## config.mk

```make
export PLATFORM = sky130hd
export DESIGN_NAME = mbpr_regs
export DESIGN_NICKNAME = d
export VERILOG_FILES = /design/src/mbpr_pkg.sv /design/src/mbpr_route_dec.sv /design/src/mbpr_regs.sv
export SDC_FILE = /design/constraint.sdc
export NUM_CORES = 1
export LEC_CHECK = 0
export BUFFER_PORTS_ARGS = -buffer_cell sky130_fd_sc_hd__buf_4
export CAP_MARGIN = 0
export CORE_ASPECT_RATIO = 1.75
export CORE_MARGIN = 1
export CORE_UTILIZATION = 49
export DETAILED_ROUTE_END_ITERATION = 16
export PLACE_DENSITY = 0.79
export SYNTH_ARGS = -nofsm -noshare
export SYNTH_HDL_FRONTEND = slang
export SYNTH_SLANG_ARGS = --single-unit
```

## constraint.sdc

```tcl
create_clock -name SYS_CLK -period 1.9 [get_ports SYS_CLK]
set_clock_uncertainty 0.1 [all_clocks]
set_input_delay 0.38 -clock SYS_CLK [delete_from_list [all_inputs] [get_ports SYS_CLK]]
set_output_delay 0.38 -clock SYS_CLK [all_outputs]
set_load 0.01 [all_outputs]
```

## src/mbpr_pkg.sv

```systemverilog
// mbpr_pkg: offsets, field layouts, reset values and carrier types for the
// microphone bias and preamplifier routing register bank.
// assumes an 8-bit register port with one-cycle strobes.
package mbpr_pkg;

  // ==========================================================================
  // widths and offsets
  localparam int MBPR_AW = 8;
  localparam int MBPR_DW = 8;
  localparam logic [7:0] RSVD_A_FIRST = 8'h1A;
  localparam logic [7:0] RSVD_A_LAST = 8'h32;
  localparam logic [7:0] MIC_BIAS_CONFIG_OFS = 8'h33;
  localparam logic [7:0] LEFT_PREAMP_POS_OFS = 8'h34;
  localparam logic [7:0] RSVD_B_OFS = 8'h35;
  localparam logic [7:0] LEFT_PREAMP_NEG_OFS = 8'h36;
  localparam logic [7:0] RIGHT_PREAMP_POS_OFS = 8'h37;
  localparam logic [7:0] RSVD_C_OFS = 8'h38;

  // ==========================================================================
  // bias register fields
  localparam int BIAS_PWR_BIT = 6;
  localparam int BIAS_LVL_HI = 5;
  localparam int BIAS_LVL_LO = 4;
  localparam int BIAS_SRC_BIT = 3;
  localparam logic [7:0] BIAS_WR_MASK = 8'h78;

  // ==========================================================================
  // reset values and field codes
  localparam logic [7:0] RSVD_RESET = 8'h00;
  localparam logic [7:0] BIAS_RESET = 8'h00;
  localparam logic [7:0] ROUTE_RESET = 8'h00;
  localparam logic [1:0] ROUTE_OPEN = 2'h0;
  localparam logic [1:0] ROUTE_10K = 2'h1;
  localparam logic [1:0] ROUTE_20K = 2'h2;
  localparam logic [1:0] ROUTE_40K = 2'h3;
  localparam logic [1:0] BIAS_TO_SUPPLY = 2'h3;

  // ==========================================================================
  // carriers
  typedef struct packed {
    logic wr;
    logic rd;
    logic [7:0] addr;
    logic [7:0] wdata;
  } mbpr_bus_s;

  typedef struct packed {
    logic power_up;
    logic [1:0] level;
    logic from_regulator;
    logic direct_to_supply;
  } mbpr_bias_s;

  // one routing field decoded to its switch enables
  typedef struct packed {
    logic sw_10k;
    logic sw_20k;
    logic sw_40k;
  } mbpr_sw_s;

  typedef struct packed {
    mbpr_sw_s input_one_left;
    mbpr_sw_s input_two_left;
    mbpr_sw_s input_three_left;
    mbpr_sw_s input_one_right;
  } mbpr_lpos_s;

  typedef struct packed {
    mbpr_sw_s left_first_common_tap;
    mbpr_sw_s input_two_right;
    mbpr_sw_s input_three_right;
    mbpr_sw_s left_second_common_tap;
  } mbpr_lneg_s;

  typedef struct packed {
    mbpr_sw_s input_one_right;
    mbpr_sw_s input_two_right;
    mbpr_sw_s input_three_right;
    mbpr_sw_s input_two_left;
  } mbpr_rpos_s;

endpackage

```

## src/mbpr_route_dec.sv

```systemverilog
// mbpr_route_dec: turns one 8-bit routing register into four groups of
// resistor switch enables, one group per two-bit field.
// assumes the register value is already stored in flip-flops.
`timescale 1ns/1ps
module mbpr_route_dec #(
  parameter int FIELDS = 4
) (
  // stored register value
  input wire logic [2*FIELDS-1:0] route,
  // switch enables, field 0 is the lowest pair of bits
  output logic [3*FIELDS-1:0] sw
);
  import mbpr_pkg::*;

  // ==========================================================================
  // per-field decode
  // one-hot enables so at most one resistor leg closes per source
  genvar g;
  generate
    for (g = 0; g < FIELDS; g++) begin : g_fld
      wire logic [1:0] code = route[2*g+1:2*g];
      assign sw[3*g+2] = (code == ROUTE_10K);
      assign sw[3*g+1] = (code == ROUTE_20K);
      assign sw[3*g] = (code == ROUTE_40K);
    end
  endgenerate

endmodule

```

## src/mbpr_regs.sv

```systemverilog
// mbpr_regs: register bank for microphone bias control and preamplifier
// input routing, with static control outputs toward the analog network.
// assumes a synchronous 8-bit register port, reads answered next cycle.
//
// How it works
// - offsets 26 to 50 are reserved bytes that always read zero.
// - bias register bit 6 powers the bias generator up when one.
// - bias bits 5:4 pick one of three levels, code 11 ties to supply.
// - bias bit 3 picks the regulator input supply, zero the analog one.
// - bias bits 7 and 2:0 ignore writes and read zero.
// - every routing field: 00 open, 01 10K, 10 20K, 11 40K.
// - offset 52 routes four inputs to the left positive terminal.
// - offset 53 is a reserved byte that reads zero.
// - offset 54 routes taps and right inputs to the left negative side.
// - offset 55 routes four inputs to the right positive terminal.
// - offset 56 is a reserved byte that reads zero.
// - all routing fields are read/write and reset to open.
// - the bias register resets to all zeros.
//
// The implementer's own choice: strobed register access.
`timescale 1ns/1ps
module mbpr_regs (
  // clock, reset, enable
  input wire logic SYS_CLK,
  input wire logic RST_B,
  input wire logic CLK_EN,
  // register port
  input wire logic [mbpr_pkg::MBPR_AW-1:0] REG_ADDR,
  input wire logic [mbpr_pkg::MBPR_DW-1:0] REG_WDATA,
  input wire logic REG_WR,
  input wire logic REG_RD,
  output logic [mbpr_pkg::MBPR_DW-1:0] REG_RDATA,
  output logic REG_RVALID,
  output logic REG_ADDR_HIT,
  // bias generator controls
  output mbpr_pkg::mbpr_bias_s BIAS_CTRL,
  // preamplifier routing switches
  output mbpr_pkg::mbpr_lpos_s LEFT_POS_SW,
  output mbpr_pkg::mbpr_lneg_s LEFT_NEG_SW,
  output mbpr_pkg::mbpr_rpos_s RIGHT_POS_SW
);
  import mbpr_pkg::*;

  // ==========================================================================
  // bus carrier
  mbpr_bus_s bus;
  assign bus = '{wr: REG_WR, rd: REG_RD, addr: REG_ADDR, wdata: REG_WDATA};

  // ==========================================================================
  // address decode
  wire logic hit_rsvd_a;
  wire logic hit_bias;
  wire logic hit_lpos;
  wire logic hit_rsvd_b;
  wire logic hit_lneg;
  wire logic hit_rpos;
  wire logic hit_rsvd_c;
  wire logic hit_any;
  assign hit_rsvd_a = (bus.addr >= RSVD_A_FIRST) &&
                      (bus.addr <= RSVD_A_LAST);
  assign hit_bias = (bus.addr == MIC_BIAS_CONFIG_OFS);
  assign hit_lpos = (bus.addr == LEFT_PREAMP_POS_OFS);
  assign hit_rsvd_b = (bus.addr == RSVD_B_OFS);
  assign hit_lneg = (bus.addr == LEFT_PREAMP_NEG_OFS);
  assign hit_rpos = (bus.addr == RIGHT_PREAMP_POS_OFS);
  assign hit_rsvd_c = (bus.addr == RSVD_C_OFS);
  assign hit_any = hit_rsvd_a | hit_bias | hit_lpos | hit_rsvd_b |
                   hit_lneg | hit_rpos | hit_rsvd_c;
  // combinational flag so software can probe which offsets exist
  assign REG_ADDR_HIT = hit_any;

  // ==========================================================================
  // write enables
  // reserved offsets have no storage, so writes there simply vanish
  wire logic we_bias;
  wire logic we_lpos;
  wire logic we_lneg;
  wire logic we_rpos;
  assign we_bias = CLK_EN & bus.wr & hit_bias;
  assign we_lpos = CLK_EN & bus.wr & hit_lpos;
  assign we_lneg = CLK_EN & bus.wr & hit_lneg;
  assign we_rpos = CLK_EN & bus.wr & hit_rpos;

  // ==========================================================================
  // storage and next values
  logic [7:0] bias_q;
  logic [7:0] lpos_q;
  logic [7:0] lneg_q;
  logic [7:0] rpos_q;
  wire logic [7:0] bias_d;
  wire logic [7:0] lpos_d;
  wire logic [7:0] lneg_d;
  wire logic [7:0] rpos_d;

  // only bits 6:3 of the bias register hold state, the rest stay zero
  assign bias_d = we_bias ? (bus.wdata & BIAS_WR_MASK) : bias_q;
  assign lpos_d = we_lpos ? bus.wdata : lpos_q;
  assign lneg_d = we_lneg ? bus.wdata : lneg_q;
  assign rpos_d = we_rpos ? bus.wdata : rpos_q;

  // bias register, all zero out of reset
  always_ff @(posedge SYS_CLK) begin
    if (!RST_B) begin
      bias_q <= BIAS_RESET;
    end else begin
      bias_q <= bias_d;
    end
  end

  // routing registers, every source disconnected out of reset
  always_ff @(posedge SYS_CLK) begin
    if (!RST_B) begin
      lpos_q <= ROUTE_RESET;
      lneg_q <= ROUTE_RESET;
      rpos_q <= ROUTE_RESET;
    end else begin
      lpos_q <= lpos_d;
      lneg_q <= lneg_d;
      rpos_q <= rpos_d;
    end
  end

  // ==========================================================================
  // read mux
  // reserved and unmapped offsets both answer zero
  wire logic [7:0] rd_mux;
  assign rd_mux = hit_bias ? (bias_q & BIAS_WR_MASK) :
                  hit_lpos ? lpos_q :
                  hit_lneg ? lneg_q :
                  hit_rpos ? rpos_q :
                  RSVD_RESET;

  // read data stands for the cycle after the strobe and is held while CLK_EN is low
  logic [7:0] rdata_q;
  logic rvalid_q;
  wire logic [7:0] rdata_d;
  wire logic rvalid_d;
  assign rvalid_d = CLK_EN ? bus.rd : rvalid_q;
  assign rdata_d = !CLK_EN ? rdata_q : bus.rd ? rd_mux : RSVD_RESET;

  // read answer register
  always_ff @(posedge SYS_CLK) begin
    if (!RST_B) begin
      rdata_q <= RSVD_RESET;
      rvalid_q <= 1'b0;
    end else begin
      rdata_q <= rdata_d;
      rvalid_q <= rvalid_d;
    end
  end
  assign REG_RDATA = rdata_q;
  assign REG_RVALID = rvalid_q;

  // ==========================================================================
  // bias generator controls
  // power, level and source straight from flops; direct_to_supply is decoded from the level flops
  assign BIAS_CTRL.power_up = bias_q[BIAS_PWR_BIT];
  assign BIAS_CTRL.level = bias_q[BIAS_LVL_HI:BIAS_LVL_LO];
  assign BIAS_CTRL.from_regulator = bias_q[BIAS_SRC_BIT];
  assign BIAS_CTRL.direct_to_supply =
    (bias_q[BIAS_LVL_HI:BIAS_LVL_LO] == BIAS_TO_SUPPLY);

  // ==========================================================================
  // routing decode, one decoder per terminal
  wire logic [11:0] lpos_sw;
  wire logic [11:0] lneg_sw;
  wire logic [11:0] rpos_sw;

  mbpr_route_dec #(.FIELDS(4)) u_dec_lpos (
    .route(lpos_q),
    .sw(lpos_sw)
  );
  mbpr_route_dec #(.FIELDS(4)) u_dec_lneg (
    .route(lneg_q),
    .sw(lneg_sw)
  );
  mbpr_route_dec #(.FIELDS(4)) u_dec_rpos (
    .route(rpos_q),
    .sw(rpos_sw)
  );

  // field 3 (bits 7:6) lands in the top of each packed struct
  assign LEFT_POS_SW = mbpr_lpos_s'(lpos_sw);
  assign LEFT_NEG_SW = mbpr_lneg_s'(lneg_sw);
  assign RIGHT_POS_SW = mbpr_rpos_s'(rpos_sw);

endmodule

```

==> results.md <==
| Step | Quantity | This run |
|---|---|---|
| detailed routing | Average detailed-routed wire length per instance | 13.8 um |
| power | VDD IR max | 0.558 mV |
| synth | Leading cell type by number of instances after synthesis | sky130_fd_sc_hd__nand2_1 |
| sta | Summed negative setup slack over all endpoints | 0 ns |
| die | Initial core utilization | 0.513 |
| die | Area enclosed by the die boundary | 4320 sq um |
| finish | Non-filler cells, final | 342 |
| sta | Setup violators final | 0 |
| die | Cell Rows | 30 |
| synth | Post-synthesis adder-cell area fraction | 0 |
| setup path | Startpoint kind of the worst setup timing path | input port |
| detailed routing | Detail-routed via count per cell | 5.21 |
| detailed routing | Post-Route WL | 4.72 mm |
| synth | Sequential-to-total area share from yosys stat | 0.374 |
| detailed routing | Number of vias after detailed routing | 1782 |
| sta | Worst slew pin tran | 0.610 ns |
| clock tree | Number of buffers inserted during clock tree synthesis | 5 |
| finish | Fraction of final layout cells with drive strength greater than 1 | 0.333 |
| setup path | CP required | 1.42 ns |
| sta | Period utilization | 0.879 |
| synth | Net count of the mapped netlist | 239 |
| setup path | Critical path buffer and inverter count | 3 |
| placed design | Count of buffers inserted at the top-level ports | 71 |
| synth | Post-synth EDFFs | 0 |
| run | Max_cap viols | 0 |
| grt | Gr usage total | 0.221 |
| synth | Portion of synthesized cell area occupied by the leading cell type | 0.374 |
| grt | Wire length of the first global-routing pass | 7.35 mm |
| die | Placeable Area | 3870 sq um |
| setup path | Gate family responsible for the most delay along the worst path | buffers and inverters |
| synth | Total number of yosys warnings | 0 |
| synth | Biggest area contributors in the synthesized netlist | sky130_fd_sc_hd__dfxtp_1, sky130_fd_sc_hd__mux2i_1, sky130_fd_sc_hd__nand2_1, sky130_fd_sc_hd__nor2b_1, sky130_fd_sc_hd__and2_1 |
| min path | Type of the most critical hold path | input port to register |
| synth | Cell taking the most area after synthesis | sky130_fd_sc_hd__dfxtp_1 |
| synth | Portion of netlist area occupied by mux cells | 0.169 |
| detailed routing | Pre-antenna DRT Iters | 4 |
| synth | Top_reg_cell synth | sky130_fd_sc_hd__dfxtp_1 |
| finish | Area of the multi-input gates | 1190 sq um |
| synth | Cell area after synthesis | 1980 sq um |
| synth | Main combinational cell family by area after synthesis | simple AND/OR/NAND/NOR gates |
| setup path | Critical path endpoint category | primary output |
| finish | Count of nets after finishing | 314 |
| die | Boundary pin count | 72 |
| run status | Run status | finished clean |
| detailed routing | Drt drc | 0 |
| sta | Final critical-path required period | 1.67 ns |
| clock tree | Deepest level of the CTS H-tree | 2 |
| finish | Area growth syn-to-layout | 37.7% |
| clock tree | Insertion delay of the later-clocked pin in the worst-skew pair | 0.29 ns |
| sta | Headroom to the max-slew limit | 0.593 |
| setup path | Cell breakdown of the critical path | buf_4 -> or2_0 -> buf_4 -> a21oi_1 -> buf_4 |
| grt | Number of antenna violations at the first check in global routing | 0 |
| placed design | Cell count after placement | 334 |
| die | Y dimension of the die | 86.2 um |
| detailed routing | Antenna-violating nets left | 0 |
| setup path | Path type of the worst setup path | input port to primary output |
| detailed routing | First-iteration detailed-routing DRC count | 26 |
| synth | Cells after synthesis | 218 |
| sta | Unrepaired setup endpoints after global routing | no |
| placed design | Total half-perimeter wirelength after legalization and detailed placement | 3.63 mm |
| setup path | Worst path max stage delay | 0.23 ns |
| clock tree | Post-CTS Hold Buffers | 0 |
| clock tree | Post-CTS clock slew at the launch and capture registers of the worst setup and hold paths | 0.07 ns |
| clock tree | # Post-CTS Setup Buffers | 0 |
| finish | Number of inserted diodes | 0 |
| grt | Largest net degree at the start of global routing | 38 |
| power | Areal power density over the cells | 593 nW/um^2 |
| placed design | Final weighted congestion in routability-driven placement | 0.787 |
| synth | Mean post-synth cell area | 9.10 sq um |
| clock tree | Gates resized, CTS repair | 0 |
| synth | Synth top cells by count | sky130_fd_sc_hd__nand2_1, sky130_fd_sc_hd__dfxtp_1, sky130_fd_sc_hd__mux2i_1 |
| setup path | Largest driver fanout on the critical path | 5 |
| clock tree | Clock tree from TritonCTS | yes |
| die | Width of the chip | 50.1 um |
| clock tree | Clock root buffer | sky130_fd_sc_hd__clkbuf_8 |
| synth | Proportion of register bits with asynchronous set or reset after synthesis | 0 |
| sta | Highest clock rate | 0.599 GHz |
| clock tree | CTS sink count | 37 |
| grt | Vias in the first global route | 1564 |
| synth | Number of different library cells in the post-synthesis netlist | 33 |
| synth | Basic-gate share of the synthesized area counting and, or, nand and nor cells | 0.356 |
| synth | Post-synthesis xor/xnor area fraction | 0 |
| setup path | Most common cell on crit path | sky130_fd_sc_hd__buf_4 |
| finish | Fillers | 310 |
| clock tree | CTS Buffer Depth | 2 |
| sta | Hold Violations, Final | 0 |
| grt | GR Overflow Total | 0 |
| setup path | Slowest cell on crit path | sky130_fd_sc_hd__or2_0 |
| synth | Post-synthesis compound-gate area fraction | 0.0757 |
| power | Leakage Power | 0.00127 uW |
| setup path | Crit path DAT | 1.19 ns |
| finish | Register area | 741 sq um |
| sta | Final hold slack | 0.268 ns |
| synth | Seq cells post-synth | 37 |
| sta | Count of pins over their slew limit | 0 |
==> sequential cells by signal, summed over array words and instances (netlist names) <==
signal      flops
lpos_q          8
REG_RDATA       8
bias_q          4
rpos_q          8
REG_RVALID      1
lneg_q          8
==> routing by layer <==
layer  share of wire  GRT usage
met1            0.40      0.249
met2            0.55      0.406
met3           0.048     0.0408
met4          0.0093     0.0623
met5               0          0
==> layout make-up <==
type,count,share of cell area
multi-input combinational,170,0.436
sequential,37,0.271
timing repair buffer,79,0.226
clock buffer,6,0.0302
tap,48,0.0220
clock inverter,2,0.0137
==> cells in the final DEF, fill, tap and decap left out, drive strengths merged, types with 2 or more instances in the layout <==
| master | netlist | layout |
|---|---|---|
| buf | 5 | 79 |
| nand2 | 44 | 44 |
| dfxtp | 37 | 37 |
| mux2i | 29 | 29 |
| nor2b | 26 | 26 |
| and2 | 14 | 14 |
| nand2b | 9 | 9 |
| nor2 | 6 | 6 |
| clkbuf | 6 | 6 |
| and4b | 4 | 4 |
| a221oi | 4 | 4 |
| o31ai | 4 | 4 |
| mux2 | 4 | 4 |
| a22o | 4 | 4 |
| a32o | 4 | 4 |
| nor4 | 4 | 4 |
| nand3 | 2 | 2 |
==> power by group <==
group	switching (uW)	internal, uW	leakage (uW)	total, uW
registers	1.02	777	0.000298	778
clock network	275	427	0.0000574	702
logic	78.6	60.1	0.000913	139
==> stage by stage <==
| stage | util | instance area [sq um] | worst slack [ns] | total power, uW |
|---|---|---|---|---|
| 2_1_floorplan | - | 1980 | 0.196 | 873 |
| 3_3_place_gp | 0.675 | 2610 | 0.138 | 933 |
| 3_5_place_dp | 0.675 | 2610 | 0.101 | 935 |
| 4_1_cts | 0.706 | 2730 | 0.220 | 1630 |
| 5_1_grt | 0.706 | 2730 | 0.194 | 1670 |
| 6_report | 0.706 | 2730 | 0.230 | 1620 |
==> worst min-delay path, cell delays in order <==
cell,delay (ns)
sky130_fd_sc_hd__buf_4,0.08
sky130_fd_sc_hd__mux2i_1,0.06
sky130_fd_sc_hd__nor2b_1,0.10
==> path summary, 6_finish.rpt <==
| check | startpoint | endpoint | slack (ns) | depth (start not counted) |
|---|---|---|---|---|
| min reg2reg | REG_RDATA[3] | REG_RDATA[3] | 0.35 | 2 |
| min | REG_RD | REG_RVALID | 0.27 | 3 |
| max reg2reg | rpos_q[2] | REG_RDATA[2] | 0.57 | 3 |
| max | REG_ADDR[7] | REG_ADDR_HIT | 0.23 | 5 |
==> cells by family after synthesis <==
kind of cell | count (synthesis)
AO/OA/AOI/OAI | 18
buffers and inverters | 11
flip-flops | 37
multiplexers | 33
AND/OR/NAND/NOR | 119
(Power assumes the default switching activity.)
